==> src/verilog/fllcc_defs.svh <==
/*
 * Register offsets, field positions, reset values and timing counts of the
 * clock mode controller. Assumes byte-wide registers on word-aligned APB addresses.
 */
`ifndef FLLCC_DEFS_SVH
`define FLLCC_DEFS_SVH

`define FLLCC_CTRL1_OFS        12'h000
`define FLLCC_CTRL2_OFS        12'h004
`define FLLCC_TRIM_OFS         12'h008
`define FLLCC_STATUS_OFS       12'h00c

`define FLLCC_CTRL1_RST        8'h04
`define FLLCC_CTRL2_RST        8'h40
`define FLLCC_TRIM_RST         8'h80

`define FLLCC_SRC_MSB          7
`define FLLCC_SRC_LSB          6
`define FLLCC_REFERENCE_DIVIDER_MSB         5
`define FLLCC_REFERENCE_DIVIDER_LSB         3
`define FLLCC_REFSEL_BIT       2
`define FLLCC_IREN_BIT         1
`define FLLCC_ISTOP_BIT        0

`define FLLCC_BUS_DIVIDER_MSB         7
`define FLLCC_BUS_DIVIDER_LSB         6
`define FLLCC_RANGE_BIT        5
`define FLLCC_GAIN_BIT         4
`define FLLCC_LP_BIT           3
`define FLLCC_OSCSEL_BIT       2
`define FLLCC_EREN_BIT         1
`define FLLCC_ESTOP_BIT        0

`define FLLCC_MODE_MSB         3
`define FLLCC_MODE_LSB         2
`define FLLCC_OSCRDY_BIT       1
`define FLLCC_FINE_BIT         0

`define FLLCC_FLL_MULT         10'd512
`define FLLCC_SWITCH_EDGES     3'd3
`define FLLCC_RELOCK_EDGES     3'd3

`endif

==> src/verilog/fllcc_pkg.sv <==
/*
 * Types of the clock mode controller: source encodings and clock modes.
 * Assumes the constants header is included by the modules that need it.
 */
package fllcc_pkg;

    // Source select and mode status share this encoding
    typedef enum logic [1:0] {
        FLLCC_SRC_FLL = 2'h0,
        FLLCC_SRC_INT = 2'h1,
        FLLCC_SRC_EXT = 2'h2
    } fllcc_src_t;

    // Seven clock modes, Gray coded along the usual path
    typedef enum logic [2:0] {
        FLLCC_MODE_INT_ENGAGED   = 3'h0,
        FLLCC_MODE_INT_BYPASS    = 3'h1,
        FLLCC_MODE_INT_BYPASS_LP = 3'h3,
        FLLCC_MODE_EXT_ENGAGED   = 3'h2,
        FLLCC_MODE_EXT_BYPASS    = 3'h6,
        FLLCC_MODE_EXT_BYPASS_LP = 3'h7,
        FLLCC_MODE_STOP          = 3'h5
    } fllcc_mode_t;

endpackage

==> src/verilog/fllcc_top.sv <==
/*
 * Clock mode controller: APB byte registers, mode decode, glitch-free source
 * switching, bus divider, FLL reference divider and relock, gated references.
 * Assumes all clock-like inputs are synchronous levels sampled on clk_i,
 * each well below half the clk_i rate; the analog parts live outside.
 */
// Added by the designer: the address map and the APB register port.
`timescale 1ns/1ns
`include "fllcc_defs.svh"

module fllcc_top
    import fllcc_pkg::*;
#(
    parameter logic [7:0] TRIM_INIT = `FLLCC_TRIM_RST
) (
    input  wire logic        clk_i,
    input  wire logic        reset_n_i,
    input  wire logic        psel_i,
    input  wire logic        penable_i,
    input  wire logic        pwrite_i,
    input  wire logic [11:0] paddr_i,
    input  wire logic [31:0] pwdata_i,
    input  wire logic [3:0]  pstrb_i,
    output logic      [31:0] prdata_o,
    output logic             pready_o,
    output logic             pslverr_o,
    input  wire logic        int_ref_i,
    input  wire logic        ext_ref_i,
    input  wire logic        fll_clk_i,
    input  wire logic        osc_init_done_i,
    input  wire logic        stop_i,
    input  wire logic        debug_mode_active_i,
    output logic             system_clock_out_o,
    output logic             bus_clock_o,
    output logic             debug_link_clock_o,
    output logic             gated_internal_reference_o,
    output logic             gated_external_reference_o,
    output logic             fll_enable_o,
    output logic             fll_reference_select_o,
    output logic             fll_filter_clock_o,
    output logic [9:0]       fll_multiplier_o,
    output logic             fll_relock_o,
    output logic             int_ref_enable_o,
    output logic             ext_ref_enable_o,
    output logic             osc_range_o,
    output logic             osc_high_gain_o,
    output logic [7:0]       coarse_trim_o,
    output logic             fine_trim_o,
    output fllcc_mode_t      clock_mode_o
);

    logic [7:0] ctrl1_q;
    logic [7:0] ctrl2_q;
    logic [7:0] trim_q = TRIM_INIT;   // Power-up value only, no reset
    logic       fine_q = 1'b0;        // Power-up value only, no reset
    logic       osc_ready_q;
    fllcc_src_t active_src_q;
    logic [1:0] pend_src_q;
    logic [2:0] sw_cnt_q;
    logic       sys_q;
    logic       int_q, ext_q, fll_q, filt_q;
    logic [2:0] bus_cnt_q;
    logic [6:0] ref_cnt_q;
    logic       refsel_q;
    logic       relock_busy_q;
    logic [2:0] relock_cnt_q;
    logic       relock_q;
    logic       lnk_q, gir_q, ger_q, bus_q;
    logic [31:0] prdata_q;

    logic       wr_en, rd_phase, hit;
    logic [7:0] wbyte;
    logic [1:0] src_req;
    logic       lp_active, fll_on;
    logic       src_lvl, pend_lvl, pend_rise;
    logic       ref_lvl, filt_lvl, filt_rise, sys_rise;
    fllcc_mode_t mode;

    // APB decode; always ready, unmapped addresses answer with an error
    always_comb begin
        hit = 1'b1;
        if (paddr_i == `FLLCC_CTRL1_OFS) begin
            hit = 1'b1;
        end else if (paddr_i == `FLLCC_CTRL2_OFS) begin
            hit = 1'b1;
        end else if (paddr_i == `FLLCC_TRIM_OFS) begin
            hit = 1'b1;
        end else if (paddr_i == `FLLCC_STATUS_OFS) begin
            hit = 1'b1;
        end else begin
            hit = 1'b0;
        end
    end
    assign pready_o  = 1'b1;
    assign pslverr_o = psel_i & penable_i & ~hit;
    assign wr_en     = psel_i & penable_i & pwrite_i & hit & pstrb_i[0];
    assign rd_phase  = psel_i & ~penable_i & ~pwrite_i;
    assign wbyte     = pwdata_i[7:0];

    // Control registers; reset gives internal engaged, bus divide by 2
    always_ff @(posedge clk_i or negedge reset_n_i) begin
        if (!reset_n_i) begin
            ctrl1_q <= `FLLCC_CTRL1_RST;
            ctrl2_q <= `FLLCC_CTRL2_RST;
        end else if (wr_en && paddr_i == `FLLCC_CTRL1_OFS) begin
            ctrl1_q <= wbyte;
        end else if (wr_en && paddr_i == `FLLCC_CTRL2_OFS) begin
            ctrl2_q <= wbyte;
        end
    end

    // Trim survives every reset, so it sits outside the reset tree
    always_ff @(posedge clk_i) begin
        if (wr_en && paddr_i == `FLLCC_TRIM_OFS) begin
            trim_q <= wbyte;
        end
        if (wr_en && paddr_i == `FLLCC_STATUS_OFS) begin
            fine_q <= wbyte[`FLLCC_FINE_BIT];
        end
    end
    assign coarse_trim_o = trim_q;   // Larger value, longer period
    assign fine_trim_o   = fine_q;   // Set lengthens by one step

    // Read data captured in the setup phase; status bits 7:4 read zero
    always_ff @(posedge clk_i or negedge reset_n_i) begin
        if (!reset_n_i) begin
            prdata_q <= 32'h0;
        end else if (rd_phase) begin
            if (paddr_i == `FLLCC_CTRL1_OFS) begin
                prdata_q <= {24'h0, ctrl1_q};
            end else if (paddr_i == `FLLCC_CTRL2_OFS) begin
                prdata_q <= {24'h0, ctrl2_q};
            end else if (paddr_i == `FLLCC_TRIM_OFS) begin
                prdata_q <= {24'h0, trim_q};
            end else if (paddr_i == `FLLCC_STATUS_OFS) begin
                prdata_q <= {28'h0, active_src_q, osc_ready_q, fine_q};
            end else begin
                prdata_q <= 32'h0;
            end
        end
    end
    assign prdata_o = prdata_q;

    // Mode decode; code 11 behaves as FLL output
    assign src_req   = (ctrl1_q[`FLLCC_SRC_MSB:`FLLCC_SRC_LSB] == 2'h3) ? 2'h0
                     : ctrl1_q[`FLLCC_SRC_MSB:`FLLCC_SRC_LSB];
    assign lp_active = ctrl2_q[`FLLCC_LP_BIT] & ~debug_mode_active_i;
    assign fll_on    = ~stop_i & ~((src_req != 2'h0) & lp_active);
    always_comb begin
        if (stop_i) begin
            mode = FLLCC_MODE_STOP;
        end else if (src_req == 2'h0) begin
            mode = ctrl1_q[`FLLCC_REFSEL_BIT] ? FLLCC_MODE_INT_ENGAGED
                                              : FLLCC_MODE_EXT_ENGAGED;
        end else if (src_req == 2'h1) begin
            mode = lp_active ? FLLCC_MODE_INT_BYPASS_LP : FLLCC_MODE_INT_BYPASS;
        end else begin
            mode = lp_active ? FLLCC_MODE_EXT_BYPASS_LP : FLLCC_MODE_EXT_BYPASS;
        end
    end
    assign clock_mode_o           = mode;
    assign fll_enable_o           = fll_on;
    assign fll_reference_select_o = ctrl1_q[`FLLCC_REFSEL_BIT];
    assign fll_multiplier_o       = `FLLCC_FLL_MULT;
    assign osc_range_o            = ctrl2_q[`FLLCC_RANGE_BIT];
    assign osc_high_gain_o        = ctrl2_q[`FLLCC_GAIN_BIT];
    // Reference enables follow the mode so the clock in use always runs
    assign int_ref_enable_o = (ctrl1_q[`FLLCC_IREN_BIT] & (~stop_i | ctrl1_q[`FLLCC_ISTOP_BIT]))
                            | (~stop_i & ctrl1_q[`FLLCC_REFSEL_BIT]) | (~stop_i & src_req == 2'h1);
    assign ext_ref_enable_o = (ctrl2_q[`FLLCC_EREN_BIT] & (~stop_i | ctrl2_q[`FLLCC_ESTOP_BIT]))
                            | (~stop_i & ~ctrl1_q[`FLLCC_REFSEL_BIT])
                            | (~stop_i & src_req == 2'h2);

    // Oscillator ready; a set in the clearing cycle wins
    logic osc_set, osc_clr;
    assign osc_set = osc_init_done_i & ctrl2_q[`FLLCC_OSCSEL_BIT]
                   & (ctrl2_q[`FLLCC_EREN_BIT] | mode == FLLCC_MODE_EXT_ENGAGED
                      | mode == FLLCC_MODE_EXT_BYPASS | mode == FLLCC_MODE_EXT_BYPASS_LP);
    assign osc_clr = wr_en && paddr_i == `FLLCC_CTRL2_OFS
                   && ((ctrl2_q[`FLLCC_EREN_BIT] && !wbyte[`FLLCC_EREN_BIT])
                       || (ctrl2_q[`FLLCC_OSCSEL_BIT] && !wbyte[`FLLCC_OSCSEL_BIT]));
    always_ff @(posedge clk_i or negedge reset_n_i) begin
        if (!reset_n_i) begin
            osc_ready_q <= 1'b0;
        end else if (osc_set) begin
            osc_ready_q <= 1'b1;
        end else if (osc_clr) begin
            osc_ready_q <= 1'b0;
        end
    end

    // Previous samples of the clock inputs for edge detection
    always_ff @(posedge clk_i or negedge reset_n_i) begin
        if (!reset_n_i) begin
            int_q <= 1'b0;
            ext_q <= 1'b0;
            fll_q <= 1'b0;
        end else begin
            int_q <= int_ref_i;
            ext_q <= ext_ref_i;
            fll_q <= fll_clk_i & fll_on;
        end
    end

    function automatic logic src_level(input logic [1:0] s, input logic fi, input logic ii,
                                       input logic ei);
        logic r;
        r = (s == 2'h1) ? ii : (s == 2'h2) ? ei : fi;
        return r;
    endfunction

    assign src_lvl   = src_level(active_src_q, fll_clk_i & fll_on, int_ref_i, ext_ref_i);
    assign pend_lvl  = src_level(src_req, fll_clk_i & fll_on, int_ref_i, ext_ref_i);
    assign pend_rise = pend_lvl & ~src_level(src_req, fll_q, int_q, ext_q);

    // Source switch: count new-clock edges, then change while both are low.
    // A dead new clock never reaches the count, so the old one stays.
    always_ff @(posedge clk_i or negedge reset_n_i) begin
        if (!reset_n_i) begin
            active_src_q <= FLLCC_SRC_FLL;
            pend_src_q   <= 2'h0;
            sw_cnt_q     <= 3'h0;
        end else if (src_req != pend_src_q) begin
            pend_src_q <= src_req;
            sw_cnt_q   <= 3'h0;
        end else if (src_req != 2'(active_src_q)) begin
            if (sw_cnt_q != `FLLCC_SWITCH_EDGES) begin
                sw_cnt_q <= sw_cnt_q + 3'(pend_rise);
            end else if (!pend_lvl && !sys_q) begin
                active_src_q <= fllcc_src_t'(src_req);
                sw_cnt_q     <= 3'h0;
            end
        end
    end

    // System clock held low in stop
    always_ff @(posedge clk_i or negedge reset_n_i) begin
        if (!reset_n_i) begin
            sys_q <= 1'b0;
        end else begin
            sys_q <= src_lvl & ~stop_i;
        end
    end
    assign system_clock_out_o = sys_q;
    assign sys_rise = src_lvl & ~stop_i & ~sys_q;

    // Bus divider: taps of a free edge counter, so a new code acts at once
    always_ff @(posedge clk_i or negedge reset_n_i) begin
        if (!reset_n_i) begin
            bus_cnt_q <= 3'h0;
            bus_q     <= 1'b0;
        end else begin
            if (sys_rise) begin
                bus_cnt_q <= bus_cnt_q + 3'h1;
            end
            case (ctrl2_q[`FLLCC_BUS_DIVIDER_MSB:`FLLCC_BUS_DIVIDER_LSB])
                2'h0: bus_q <= src_lvl & ~stop_i;
                2'h1: bus_q <= bus_cnt_q[0];
                2'h2: bus_q <= bus_cnt_q[1];
                default: bus_q <= bus_cnt_q[2];
            endcase
        end
    end
    assign bus_clock_o = bus_q;

    // Reference divider by two to the code, feeding the FLL filter
    assign ref_lvl  = ctrl1_q[`FLLCC_REFSEL_BIT] ? int_ref_i : ext_ref_i;
    assign filt_lvl = (ctrl1_q[`FLLCC_REFERENCE_DIVIDER_MSB:`FLLCC_REFERENCE_DIVIDER_LSB] == 3'h0) ? ref_lvl
                    : ref_cnt_q[3'(ctrl1_q[`FLLCC_REFERENCE_DIVIDER_MSB:`FLLCC_REFERENCE_DIVIDER_LSB] - 3'h1)];
    assign filt_rise = filt_lvl & ~filt_q;
    always_ff @(posedge clk_i or negedge reset_n_i) begin
        if (!reset_n_i) begin
            ref_cnt_q <= 7'h0;
            filt_q    <= 1'b0;
        end else begin
            if (ref_lvl && !(ctrl1_q[`FLLCC_REFSEL_BIT] ? int_q : ext_q)) begin
                ref_cnt_q <= ref_cnt_q + 7'h1;
            end
            filt_q <= filt_lvl;
        end
    end
    assign fll_filter_clock_o = filt_q;   // FLL locks to 512x this

    // Relock after a reference select change and a few divided cycles
    always_ff @(posedge clk_i or negedge reset_n_i) begin
        if (!reset_n_i) begin
            refsel_q      <= 1'b1;
            relock_busy_q <= 1'b0;
            relock_cnt_q  <= 3'h0;
            relock_q      <= 1'b0;
        end else begin
            refsel_q <= ctrl1_q[`FLLCC_REFSEL_BIT];
            relock_q <= 1'b0;
            if (refsel_q != ctrl1_q[`FLLCC_REFSEL_BIT]) begin
                relock_busy_q <= 1'b1;
                relock_cnt_q  <= 3'h0;
            end else if (relock_busy_q && filt_rise) begin
                if (relock_cnt_q == `FLLCC_RELOCK_EDGES - 3'h1) begin
                    relock_busy_q <= 1'b0;
                    relock_q      <= 1'b1;
                end else begin
                    relock_cnt_q <= relock_cnt_q + 3'h1;
                end
            end
        end
    end
    assign fll_relock_o = relock_q;

    // Link clock and gated references; stop freezes all but references with both enable and stop enable set
    always_ff @(posedge clk_i or negedge reset_n_i) begin
        if (!reset_n_i) begin
            lnk_q <= 1'b0;
            gir_q <= 1'b0;
            ger_q <= 1'b0;
        end else begin
            lnk_q <= fll_clk_i & fll_on;
            gir_q <= int_ref_i & ctrl1_q[`FLLCC_IREN_BIT]
                   & (~stop_i | ctrl1_q[`FLLCC_ISTOP_BIT]);
            ger_q <= ext_ref_i & ctrl2_q[`FLLCC_EREN_BIT]
                   & (~stop_i | ctrl2_q[`FLLCC_ESTOP_BIT]);
        end
    end
    assign debug_link_clock_o         = lnk_q;
    assign gated_internal_reference_o = gir_q;
    assign gated_external_reference_o = ger_q;
endmodule // fllcc_top

==> config.mk <==
export PLATFORM = sky130hd
export DESIGN_NAME = fllcc_top
export DESIGN_NICKNAME = d
export VERILOG_FILES = /design/src/verilog/fllcc_pkg.sv /design/src/verilog/fllcc_top.sv
export VERILOG_INCLUDE_DIRS = /design/src /design/src/verilog
export SDC_FILE = /design/constraint.sdc
export NUM_CORES = 1
export LEC_CHECK = 0
export ABC_AREA = 1
export BUFFER_PORTS_ARGS = -buffer_cell sky130_fd_sc_hd__buf_4
export CAP_MARGIN = 20
export CORE_MARGIN = 4
export CORE_UTILIZATION = 54
export DETAILED_ROUTE_END_ITERATION = 10
export PLACE_DENSITY_LB_ADDON = 0.2
export SYNTH_ARGS = -nofsm -noshare
export SYNTH_HDL_FRONTEND = slang
export SYNTH_SLANG_ARGS = --single-unit
==> constraint.sdc <==
create_clock -name clk_i -period 4.35 [get_ports clk_i]
set_input_delay 0 -clock clk_i [delete_from_list [all_inputs] [get_ports clk_i]]
set_output_delay 0 -clock clk_i [all_outputs]
set_load 0.02 [all_outputs]
# Word-level counts from Yosys, hierarchy flattened
# Index checks and enable logic that the tools add are counted.
[word_totals] regBits=89 wordCells=170 output_inout_bits=69 in_bits=59
[op_classes] n_addsub=5 order_cmp=1 n_mux=42 n_eq_ne=19 bitwise=49 n_reduce_logical=31
[ops] cell="3-bit 2-to-1 mux" count=10
[ops] cell="1-bit AND" count=27
[ops] cell="12-bit by 4-bit equality test with 1-bit output (second input constant)" count=2
[ops] cell="8-bit 2-to-1 mux" count=3
[ops] cell="1-bit 2-to-1 mux" count=23
[ops] cell="1-bit NOT" count=13
[ops] cell="12-bit by 3-bit equality test with 1-bit output (second input constant)" count=1
[ops] cell="12-bit logical NOT" count=1
[ops] cell="1-bit logical AND" count=10
[ops] cell="2-bit nonzero test" count=5
[ops] cell="1-bit bitwise OR" count=9
[ops] cell="2-bit equality test (second input constant)" count=4
[ops] cell="2-bit AND reduction" count=4
[ops] cell="7-bit by 1-bit adder with 7-bit output (second input constant)" count=1
[ops] cell="3-bit by 1-bit adder with 3-bit output (second input constant)" count=2
[ops] cell="2-bit by 1-bit equality test with 1-bit output (second input constant)" count=3
[ops] cell="3-bit by 2-bit equality test with 1-bit output (second input constant)" count=2
[ops] cell="3-bit equality test (second input constant)" count=2
[ops] cell="2-bit 2-to-1 mux" count=3
[ops] cell="1-bit logical NOT" count=5
[ops] cell="2-bit logical NOT" count=2
[ops] cell="3-bit by 4-bit < comparator with 1-bit output (second input constant)" count=1
[ops] cell="4-bit 2-to-1 mux" count=1
[ops] cell="2-bit inequality test" count=2
[ops] cell="other kinds (11)" count=11

# Depth between registers and ports, before layout
# Gate-level depths: netlist of the first run.
[depth] word_depth=15 ltp_mapped=14 ltp_nobuf=14

# Least setup slack after synthesis of the first run
# OpenSTA, ideal clock, no wires.
[synth_timing] kind="register -> register" start="register ctrl1_q[6]" end="register sw_cnt_q[2]" setup_ns=0.065 synth_period_minus_slack_ns=2.037 setup_slack_ns=2.313 stages_incl_launch_ff=15 arrival_ns=1.972 required_time_ns=4.285 path_buffers=0 cell_sequence="dfrtp_1 -> inv_1 -> ha_1 -> inv_1 -> nand2_1 -> nand3_1 -> nand2_1 -> nand2_1 -> a221oi_1 -> ha_1 -> ha_1 -> a21oi_1 -> a211oi_1 -> nand3_1 -> nand2_1"
[synth_via] elab_chain_cells=14 word_cells_on_any_way=26 cone_classes="add/sub (1); eq/ne (5); mux (8); bitwise (6); reduce/logical (6)"
[synth_rtl] item="start, declared" line_no="fllcc_top.sv:52" text="logic [7:0] ctrl1_q;"
[synth_rtl] item="start signal, assigned" line_no="fllcc_top.sv:103" text="ctrl1_q <= `FLLCC_CTRL1_RST;"
[synth_rtl] item="start signal, assigned" line_no="fllcc_top.sv:106" text="ctrl1_q <= wbyte;"
[synth_rtl] item="2-bit equality test" line_no="fllcc_top.sv:145" text="assign src_req = (ctrl1_q[`FLLCC_SRC_MSB:`FLLCC_SRC_LSB] == 2'h3) ? 2'h0"
[synth_rtl] item="2-bit 2-to-1 mux (*)" line_no="fllcc_top.sv:145"
[synth_rtl] item="2-bit nonzero test" line_no="fllcc_top.sv:148" text="assign fll_on = ~stop_i & ~((src_req != 2'h0) & lp_active);"
[synth_rtl] item="1-bit AND" line_no="fllcc_top.sv:148"
[synth_rtl] item="1-bit NOT" line_no="fllcc_top.sv:148"
[synth_rtl] item="1-bit AND" line_no="fllcc_top.sv:148"
[synth_rtl] item="1-bit AND" line_no="fllcc_top.sv:213" text="assign pend_lvl = src_level(src_req, fll_clk_i & fll_on, int_ref_i, ext_ref_i);"
[synth_rtl] item="1-bit 2-to-1 mux (2 in a row)" line_no="fllcc_top.sv:208" text="r = (s == 2'h1) ? ii : (s == 2'h2) ? ei : fi;"
[synth_rtl] item="1-bit AND" line_no="fllcc_top.sv:214" text="assign pend_rise = pend_lvl & ~src_level(src_req, fll_q, int_q, ext_q);"
[synth_rtl] item="3-bit by 1-bit adder with 3-bit output" line_no="fllcc_top.sv:228" text="sw_cnt_q <= sw_cnt_q + 3'(pend_rise);"
[synth_rtl] item="3-bit 2-to-1 mux" line_no="fllcc_top.sv:227" text="if (sw_cnt_q != `FLLCC_SWITCH_EDGES) begin"
[synth_rtl] item="3-bit 2-to-1 mux" line_no="fllcc_top.sv:226" text="end else if (src_req != 2'(active_src_q)) begin"
[synth_rtl] item="3-bit 2-to-1 mux" line_no="fllcc_top.sv:223" text="end else if (src_req != pend_src_q) begin"
[synth_rtl] item="end signal, assigned" line_no="fllcc_top.sv:228"
[synth_rtl] item="end, declared" line_no="fllcc_top.sv:59" text="logic [2:0] sw_cnt_q;"
# Every way passes the cells marked *; elsewhere a longest branch is shown, timed or not. The select of a mux whose other input is x is not followed.
# A chain may end at the register's enable or synchronous reset.

# Worst setup path in the final report of the first run
[layout_timing] start="register ctrl1_q[7]" end="register sw_cnt_q[2]"
[layout_via] elab_chain_cells=14 word_cells_on_any_way=26 cone_classes="add/sub (1); eq/ne (5); mux (8); bitwise (6); reduce/logical (6)"
[layout_rtl] item="2-bit equality test (*)" line_no="fllcc_top.sv:145"
[layout_rtl] item="2-bit 2-to-1 mux (*)" line_no="fllcc_top.sv:145"
[layout_rtl] item="named net src_req[0]" line_no="fllcc_top.sv:73" text="logic [1:0] src_req;"
[layout_rtl] item="2-bit nonzero test" line_no="fllcc_top.sv:148"
[layout_rtl] item="1-bit AND" line_no="fllcc_top.sv:148"
[layout_rtl] item="1-bit NOT" line_no="fllcc_top.sv:148"
[layout_rtl] item="1-bit AND" line_no="fllcc_top.sv:148"
[layout_rtl] item="1-bit AND" line_no="fllcc_top.sv:213"
[layout_rtl] item="1-bit 2-to-1 mux (2 in a row)" line_no="fllcc_top.sv:208"
[layout_rtl] item="1-bit AND" line_no="fllcc_top.sv:214"
[layout_rtl] item="3-bit by 1-bit adder with 3-bit output" line_no="fllcc_top.sv:228"
[layout_rtl] item="3-bit 2-to-1 mux" line_no="fllcc_top.sv:227"
[layout_rtl] item="3-bit 2-to-1 mux" line_no="fllcc_top.sv:226"
[layout_rtl] item="3-bit 2-to-1 mux" line_no="fllcc_top.sv:223"
# The timed path passes the listed nets; every way through them passes the cells marked *. The select of a mux whose other input is x is not followed.

==> impl_metrics.json, run 1 <==
{
  "ir_drop_mv": 0.288,
  "synth_area_leaders": "dfrtp_1 (36%), nand2_1 (10%), buf_4 (7.3%)",
  "cts_hold_buf": 13,
  "finalCritPeriodShare": 0.535,
  "async_reset_ff_frac": 0.862,
  "grtUsageTotal": 0.212,
  "synth_common_cells": "nand2_1 (98), dfrtp_1 (53), inv_1 (52)",
  "ctsHtreeMaxLevel": 3,
  "whs_ns": 0.0950,
  "drt-total-wl_mm": 8.28,
  "skew_ns": 0.0114,
  "worstMarginPinSlew_ns": 0.718,
  "rows": 29,
  "ys.flop_type": "dfrtp_1",
  "yosysMostFrequentCell": "nand2_1",
  "clock-sinks": 65,
  "yosysTopAreaCell": "dfrtp_1",
  "syn_avg_cell_area_um2": 8.57,
  "worstPathRequired_ns": 4.63,
  "ys_seq_area_frac": 0.455,
  "drc": 0,
  "r2r-start": "ctrl1_q[7]",
  "cp-start-kind": "flip-flop",
  "grt_overflow_total": 0,
  "dr_wl_met2_mm": 3.97,
  "cts-root-buf": "clkbuf_8",
  "hold_viol_final": 0,
  "antenna_cells": 0,
  "core_mm2": 0.00649,
  "grt_max_degree": 57,
  "synth_seq_cells": 65,
  "cts_setup_buffers": 0,
  "hold_path_class": "primary input to flip-flop",
  "dp.cells": 563,
  "wl_met3_um": 498,
  "crit_arrival_ns": 2.61,
  "hpwlAfterDp_mm": 6.10,
  "relSlewSlack": 0.519,
  "rr_worst_depth": 12,
  "pre_cts_slack_ns": 2.09,
  "instances_no_fill": 592,
  "start_util": 0.566,
  "timing.rr.end": "sw_cnt_q[2]",
  "yosysWarnings": 0,
  "endpoint_kind": "flip-flop",
  "nets": 579,
  "worst_slack_ns": 2.02,
  "fill_cells": 515,
  "io_pins": 128,
  "crit_end": "sw_cnt_q[2]",
  "grt_pass1_wl_mm": 13.9,
  "ctsResizeCount": 0,
  "status": "completed",
  "drive_gt1_frac": 0.231,
  "cts_tree": "done",
  "dr.max_layer_used": "met4",
  "grt_pass1_vias": 2843,
  "ff_latch_area_mm2": 0.00168,
  "dieHeight_um": 90.5,
  "rsz0062_at_grt": "no",
  "clk_latency_ns": 0.34,
  "static-leakage-power_nw": 2.32,
  "syn-cell-area_mm2": 0.00368,
  "synth_top_area_share": 0.361,
  "powerDensity_mw_per_mm2": 379,
  "clock_path_buffers": 2,
  "avgViaCountPerCell": 4.92,
  "drv_slew": 0,
  "cts_made_buffers": 9,
  "setup_viol": 0,
  "finalSetupTns_ns": 0,
  "place.gp.congestion": 0.837,
  "synth_edf_count": 9,
  "die_w_um": 90.5,
  "area_delta_synth_final_pct": 20.6,
  "synth_cells": 429,
  "antenna_found_initial": 0,
  "vias": 2910,
  "period_needed_ns": 2.33,
  "synth_cell_types": 43,
  "wl_per_cell_um": 14.0,
  "first_pass_iters": 4,
  "die_area_mm2": 0.00820,
  "drv_cap": 0,
  "wl_met1_mm": 3.73,
  "path_class": "flip-flop to flip-flop",
  "ant_nets": 0,
  "clk_pin_slew_ns": 0.07,
  "multi_input_area_mm2": 0.00161,
  "r2r_setup_slack_ns": 2.02,
  "port_buffers": 65,
  "first_iter_violations": 186,
  "setup.worst_path.start": "ctrl1_q[7]",
  "cp_max_fo": 10,
  "max_freq_mhz": 430
}
## final cells by class
cell class	instances	area share
multi-input combinational	299	0.362
tap	77	0.0217
clock buffer	14	0.0412
sequential	65	0.378
clock inverter	2	0.00789
timing repair buffer	79	0.141
inverter	56	0.0485
## through the flow
step / area, um^2 / total power [mW] / util
3_3_place_gp: 4090 / 1.11 / 0.630
2_1_floorplan: 3800 / 1.02 / -
6_report: 4440 / 1.68 / 0.683
5_1_grt: 4440 / 1.78 / 0.683
3_5_place_dp: 4090 / 1.13 / 0.630
4_1_cts: 4440 / 1.69 / 0.683
## layout by cell type, fill, tap and decap left out, drive strengths merged, types with 2 or more instances in the layout
cell         instances
nand2              104
buf                 66
inv                 56
dfrtp               53
o21ai               45
nor2                38
conb                35
nand3               23
clkbuf              14
dlygate4sd3         13
ha                  10
edfxtp               9
xor2                 7
a21oi                6
nor3                 5
o22a                 4
xnor2                4
nand4                4
o211ai               3
o22ai                3
dfstp                3
or2                  2
## flip-flops by register name (all words and copies together), names as in the netlist, 2 cells and up
name and flops:
relock_cnt_q 3, pend_src_q 2, ctrl1_q 8, prdata_o 8
sw_cnt_q 3, ctrl2_q 8, active_src_q 2, ref_cnt_q 7
bus_cnt_q 3, coarse_trim_o 8
## worst min-delay path by stage
stage / slack [ns] / to / from / cells past startpoint
final: 0.09 / debug_link_clock_o / stop_i / 4
after global routing: 0.11 / fine_trim_o / pwrite_i / 3
after CTS: 0.09 / debug_link_clock_o / stop_i / 4
after global placement: 0.1 / prdata_o[3] / reset_n_i / 1
after detailed placement: 0.09 / gated_internal_reference_o / reset_n_i / 1
after floorplan: -0.30 / active_src_q[0] / reset_n_i / 0
## critical path: stages, from the launching register on
cell and delay [ns]:
dfrtp_1 0.40, inv_1 0.08, ha_1 0.38, inv_1 0.15, o21ai_0 0.11, nor2_1 0.05
a221oi_1 0.24, ha_1 0.22, ha_1 0.16, a21oi_1 0.07, a211oi_1 0.23, nand3_1 0.10
nand2_1 0.07
## per-layer routing
layer | track usage | vias to the layer above
met4 | 0.0536 | 0
met1 | 0.283 | 1351
met3 | 0.0617 | 8
met2 | 0.339 | 90
met5 | 0 | -
li1 | - | 1461
## report_power, final
part,total (mW),internal (mW),switching [mW],leakage (nW)
logic,0.367,0.145,0.222,1.40
clock network,0.551,0.327,0.224,0.113
registers,0.763,0.696,0.0666,0.806
total,1.68,1.17,0.512,2.32
## kinds of logic (layout without fill, tap and decap cells)
logic type,Yosys count,after routing,share of synthesized area
adder cells (fa/ha/maj),10,10,0.0340
XOR/XNOR,11,11,0.0262
AND/OR/NAND/NOR,178,178,0.232
other,2,35,0.00204
flip-flops,65,65,0.455
buffers and inverters,98,151,0.141
multiplexers,1,1,0.00306
AO/OA/AOI/OAI,64,64,0.106
Note: power is estimated with default switching activity, not from simulation.
==> run 2, diff against run 1 <==
--- a/config.mk
+++ b/config.mk
@@ -6,11 +6,11 @@
 export SDC_FILE = /design/constraint.sdc
 export NUM_CORES = 1
 export LEC_CHECK = 0
-export ABC_AREA = 1
+export ABC_AREA = 0
 export BUFFER_PORTS_ARGS = -buffer_cell sky130_fd_sc_hd__buf_4
 export CAP_MARGIN = 20
 export CORE_MARGIN = 4
-export CORE_UTILIZATION = 54
+export CORE_UTILIZATION = 45
 export DETAILED_ROUTE_END_ITERATION = 10
 export PLACE_DENSITY_LB_ADDON = 0.2
 export SYNTH_ARGS = -nofsm -noshare
==> constraint.sdc (replaced) <==
create_clock -name clk_i -period 2 [get_ports clk_i]
set_input_delay 0 -clock clk_i [delete_from_list [all_inputs] [get_ports clk_i]]
set_output_delay 0 -clock clk_i [all_outputs]
set_load 0.02 [all_outputs]
==> run 2 against run 1 <==
Against the previous run:
- via count is 6.0% lower
- cell area grew 5.7%
- count of clock-buffer cells in the layout fell by 4
- sequential share of layout area down 2.0 points
- the flow now finishes with violations (negative setup slack)
- hold slack lost 0.019 ns
- setup slack got worse by 2.1 ns
- sequential cell count did not move
- critical endpoint is now relock_cnt_q[0]
- global-route usage fell by 3.9 points
- clock power is 89% higher
- wire length down 2.6%
- synthesized cell count shrank 23%
- utilization shrank 7.6 points
==> impl_metrics.json, run 2 <==
{
  "powerDensity_mw_per_mm2": 654,
  "synth_area_leaders": "dfrtp_1 (37%), edfxtp_1 (7.6%), buf_4 (7.4%)",
  "synth_top_area_share": 0.371,
  "crit_arrival_ns": 2.25,
  "synth_common_cells": "dfrtp_1 (53), buf_4 (35), nand2_1 (35)",
  "wl_per_cell_um": 14.8,
  "hold_viol_final": 0,
  "area_delta_synth_final_pct": 31.3,
  "finalSetupTns_ns": -0.0731,
  "core_mm2": 0.00773,
  "path_class": "flip-flop to flip-flop",
  "cp_max_fo": 4,
  "grt_overflow_total": 0,
  "synth_cell_types": 50,
  "hold_path_class": "primary input to flip-flop",
  "mostFrequentLayoutCell": "buf_4",
  "ir_drop_mv": 0.402,
  "nets": 508,
  "post_dp_cell_area_mm2": 0.00421,
  "max_freq_mhz": 492,
  "drt-total-wl_mm": 8.07,
  "synth_seq_cells": 65,
  "grt_pass1_wl_mm": 13.0,
  "clock_path_buffers": 2,
  "die_area_mm2": 0.00942,
  "antenna_found_initial": 0,
  "ys.flop_type": "dfrtp_1",
  "clk_pin_slew_ns": 0.07,
  "finalCritPeriodShare": 1.02,
  "avgViaCountPerCell": 5.02,
  "status": "finished with violations",
  "ctsHtreeMaxLevel": 3,
  "worstMarginPinSlew_ns": 0.704,
  "die_w_um": 97.1,
  "drv_cap": 0,
  "design_area_mm2": 0.00469,
  "yosysWarnings": 0,
  "period_needed_ns": 2.03,
  "grt_max_degree": 57,
  "violations": "negative setup slack",
  "clk_latency_ns": 0.34,
  "total_power_mw": 3.07,
  "io_pins": 128,
  "instances_no_fill": 545,
  "drc": 0,
  "clock-sinks": 65,
  "synth_edf_count": 9,
  "first_iter_violations": 94,
  "cp-start-kind": "flip-flop",
  "start_util": 0.462,
  "hpwlAfterDp_mm": 6.07,
  "antenna_cells": 0,
  "rows": 32,
  "syn_avg_cell_area_um2": 10.8,
  "first_pass_iters": 4,
  "cts-root-buf": "clkbuf_8",
  "yosysTopAreaCell": "dfrtp_1",
  "syn-cell-area_mm2": 0.00357,
  "drv_slew": 0,
  "endpoint_kind": "flip-flop",
  "synth_cells": 331,
  "grt_pass1_vias": 2669,
  "worstPathRequired_ns": 2.22,
  "final_cell_mix": "buf_4 (93), dfrtp_1 (53), conb_1 (35)",
  "port_buffers": 65,
  "place.gp.congestion": 0.848,
  "async_reset_ff_frac": 0.862,
  "fill_cells": 638,
  "ys_seq_area_frac": 0.469,
  "worst_slack_ns": -0.0334,
  "skew_ns": 0.00890,
  "rsz0062_at_grt": "yes",
  "dieHeight_um": 97.1,
  "grtUsageTotal": 0.173,
  "static-leakage-power_nw": 2.24,
  "cts_made_buffers": 9,
  "relSlewSlack": 0.531,
  "yosysMostFrequentCell": "dfrtp_1",
  "cts_tree": "done",
  "setup_viol": 3,
  "drive_gt1_frac": 0.357,
  "dp.cells": 511,
  "vias": 2735,
  "ant_nets": 0
}
[run 2: cells by family after synthesis]
family	count (synthesis)	synth area share
and+or+nand+nor	100	0.147
DFF	65	0.469
buffers and inverters	57	0.107
AOI/OAI and AO/OA	49	0.0876
muxes	33	0.115
xor gates and xnor gates	15	0.0368
adders and majority gates	10	0.0350
other	2	0.00210
[run 2: routing by layer]
layer / share of wire / GRT usage
met1: 0.40 / 0.212
met3: 0.062 / 0.0345
met2: 0.50 / 0.294
met4: 0.029 / 0.0778
met5: 0 / 0
[run 2: path summary, 6_finish.rpt]
path                         startpoint              end  slack, ns  cells after the start
min in group asynchronous     reset_n_i    pend_src_q[0]       0.26                      2
min reg2reg                bus_cnt_q[2]     bus_cnt_q[2]       0.48                      1
min                          paddr_i[3]      prdata_o[0]       0.08                      4
max                          ctrl1_q[4]  relock_cnt_q[0]      -0.03                      8
max in group asynchronous     reset_n_i            ext_q       1.28                      2
max reg2reg                  ctrl1_q[4]  relock_cnt_q[0]      -0.03                      8
[run 2: critical path: stages, from the launching register on]
cell and delay [ns]:
dfrtp_1 0.41, inv_2 0.09, ha_4 0.22, mux2i_1 0.13, or3b_2 0.45, o211ai_1 0.15
buf_4 0.19, o2111ai_4 0.13, mux2i_1 0.15
[run 2: what timing repair did]
item,in CTS,in global routing
resized for setup,11,18
hold buffers,14,0
buffers inserted,1,4
pin swaps,6,10
hold endpoints to repair,84,0
setup endpoints to repair,7,14
[run 2: stage by stage]
stage	setup WS (ns)	util	hold slack, ns
global route	-0.141	0.607	0.141
finish	-0.0334	0.607	0.0759
floorplan	-0.0843	-	-0.296
CTS	-0.0468	0.591	0.0606
detailed placement	-0.0827	0.545	0.104
global placement	-0.0518	0.545	0.105
[run 2: final cells by class]
class / count / area, um^2 / share of cell area
Multi-Input combinational cell: 242 / 1800 / 0.383
Inverter: 11 / 41.3 / 0.00880
Clock inverter: 5 / 47.5 / 0.0101
Clock buffer: 10 / 128 / 0.0272
Timing Repair Buffer: 110 / 872 / 0.186
Sequential cell: 65 / 1680 / 0.357
Tap cell: 102 / 128 / 0.0272
[run 2: power breakdown]
| group | internal, mW | leakage, nW | switching, mW |
|---|---|---|---|
| sequential | 1.45 | 0.813 | 0.111 |
| clock | 0.556 | 0.0910 | 0.487 |
| combinational | 0.227 | 1.33 | 0.238 |
==> run 3, diff against run 2 <==
--- a/config.mk
+++ b/config.mk
@@ -13,6 +13,8 @@
 export CORE_UTILIZATION = 45
 export DETAILED_ROUTE_END_ITERATION = 10
 export PLACE_DENSITY_LB_ADDON = 0.2
+export SETUP_SLACK_MARGIN = 0.15
+export SKIP_LAST_GASP = 1
 export SYNTH_ARGS = -nofsm -noshare
 export SYNTH_HDL_FRONTEND = slang
 export SYNTH_SLANG_ARGS = --single-unit
==> run 3 against run 2 <==
Against the previous run:
- the flow still finishes with violations (negative setup slack)
- critical path type unchanged
- final cell count decreased by 0.37%
- critical endpoint is now relock_busy_q
- total power increased by 6.3%
- critical path depth decreased by 1
- sequential cell count unchanged
- via count decreased by 0.84%
- combinational power increased by 3%
- clock skew increased by 0.0025 ns
- fmax decreased by 0.27%
- register-to-register slack about the same
- largest cell class unchanged
- largest power group unchanged
==> impl_metrics.json, run 3 (synthesis results as in run 2) <==
{
  "violations": "negative setup slack",
  "grt_max_degree": 57,
  "powerDensity_mw_per_mm2": 694,
  "hpwlAfterDp_mm": 6.24,
  "first_iter_violations": 170,
  "mostFrequentLayoutCell": "buf_4",
  "path_class": "flip-flop to flip-flop",
  "dp.cells": 509,
  "skew_ns": 0.0114,
  "final_cell_mix": "buf_4 (95), dfrtp_1 (53), conb_1 (35)",
  "worst_slack_ns": -0.0388,
  "die_area_mm2": 0.00942,
  "cts-root-buf": "clkbuf_8",
  "clock-sinks": 65,
  "instances_no_fill": 543,
  "drive_gt1_frac": 0.361,
  "clk_pin_slew_ns": 0.08,
  "status": "finished with violations",
  "area_delta_synth_final_pct": 31.4,
  "port_buffers": 65,
  "p_int_mw": 2.42,
  "die_w_um": 97.1,
  "ctsHtreeMaxLevel": 3,
  "r2r-start": "ctrl1_q[4]",
  "antenna_cells": 0,
  "post_dp_cell_area_mm2": 0.00423,
  "drv_cap": 0,
  "period_needed_ns": 2.04,
  "netSwitchingFraction": 0.258,
  "rows": 32,
  "rsz0062_at_grt": "yes",
  "grt_overflow_total": 0,
  "cts_made_buffers": 9,
  "p_sw_mw": 0.839,
  "start_util": 0.462,
  "max_freq_mhz": 490,
  "wl_per_cell_um": 15.4,
  "vias": 2712,
  "ant_nets": 0,
  "ir_drop_mv": 0.428,
  "clkPwrFrac": 0.375,
  "grt_pass1_wl_mm": 13.6,
  "worstPathRequired_ns": 2.22,
  "hold_path_class": "primary input to flip-flop",
  "min_delay_path_depth": 4,
  "relSlewSlack": 0.517,
  "crit_arrival_ns": 2.26,
  "first_pass_iters": 4,
  "design_area_mm2": 0.00469,
  "r2r_setup_slack_ns": -0.04,
  "place.gp.congestion": 0.831,
  "grt_pass1_vias": 2776,
  "avgViaCountPerCell": 4.99,
  "cts_tree": "done",
  "rr_worst_depth": 7,
  "clock_path_buffers": 2,
  "grtUsageTotal": 0.182,
  "setup_viol": 5,
  "timing.rr.end": "relock_busy_q",
  "finalCritPeriodShare": 1.02,
  "clk_latency_ns": 0.34,
  "cp-start-kind": "flip-flop",
  "antenna_found_initial": 0,
  "min_to": "prdata_o[0]",
  "hold_viol_final": 0,
  "io_pins": 128,
  "pwr-share-seq": 0.477,
  "static-leakage-power_nw": 2.24,
  "combPwrFrac": 0.148,
  "drt-total-wl_mm": 8.38,
  "worstMarginPinSlew_ns": 0.724,
  "hp-start": "paddr_i[3]",
  "dieHeight_um": 97.1,
  "drv_slew": 0,
  "cp_max_fo": 4,
  "endpoint_kind": "flip-flop",
  "core_mm2": 0.00773,
  "nets": 505,
  "drc": 0
}
run 3: area by class of cell:
cell class	count	area (um^2)
Clock buffer	13	149
Clock inverter	3	65.1
Fill cell	666	3040
Inverter	11	41.3
Multi-Input combinational cell	242	1800
Sequential cell	65	1680
Tap cell	102	128
Timing Repair Buffer	107	833
run 3: metrics by stage:
step | total power, mW | hold WS (ns) | worst slack [ns] | setup TNS, ns | util
after floorplan | 1.90 | -0.296 | 0.000777 | 0 | -
after global placement | 2.00 | 0.104 | -0.0570 | -0.144 | 0.547
after detailed placement | 2.02 | 0.107 | -0.0947 | -0.250 | 0.547
after CTS | 3.27 | 0.0255 | -0.0455 | -0.133 | 0.599
after global routing | 3.43 | 0.0945 | -0.130 | -0.826 | 0.607
final | 3.26 | 0.0785 | -0.0388 | -0.124 | 0.607
run 3: power by group through the flow:
stage	Combinational, mW	Clock [mW]	Sequential (mW)
after floorplan	0.342	0	1.56
after global placement	0.424	0	1.57
after detailed placement	0.439	0	1.58
after CTS	0.466	1.25	1.55
after global routing	0.535	1.32	1.57
final	0.481	1.22	1.56
run 3: layer usage:
layer / vias to the layer above / global-route usage / wire length (um)
li1: 1295 / - / -
met1: 1300 / 0.221 / 3270
met2: 103 / 0.313 / 4330
met3: 14 / 0.0567 / 645
met4: 0 / 0.0464 / 140
met5: - / 0 / 0
run 3: how the worst max path moves through the flow:
| stage | startpoint | end | slack (ns) | depth (start not counted) |
|---|---|---|---|---|
| after global routing | ctrl1_q[4] | relock_busy_q | -0.13 | 7 |
| after global placement | ctrl1_q[4] | relock_busy_q | -0.06 | 7 |
| final | ctrl1_q[4] | relock_busy_q | -0.04 | 7 |
| after CTS | ctrl1_q[4] | relock_busy_q | -0.05 | 7 |
| after floorplan | ctrl1_q[3] | relock_busy_q | 0.0008 | 7 |
| after detailed placement | ctrl1_q[4] | relock_busy_q | -0.09 | 7 |
run 3: timing repair:
| action | CTS | global route |
|---|---|---|
| setup endpoints to repair | 12 | 14 |
| hold endpoints to repair | 82 | 0 |
| pin swaps | 6 | 6 |
| resized for setup | 9 | 8 |
| gates cloned | 0 | 0 |
| hold buffers | 12 | 0 |
| setup buffers | 3 | 3 |
run 3: worst max-delay path, cell delays in order (launching register included):
cell and delay, ns:
dfrtp_1 0.40, inv_2 0.09, ha_4 0.22, mux2i_1 0.14, mux4_2 0.50, o21ai_4 0.18
nand2_2 0.09, o32a_1 0.30
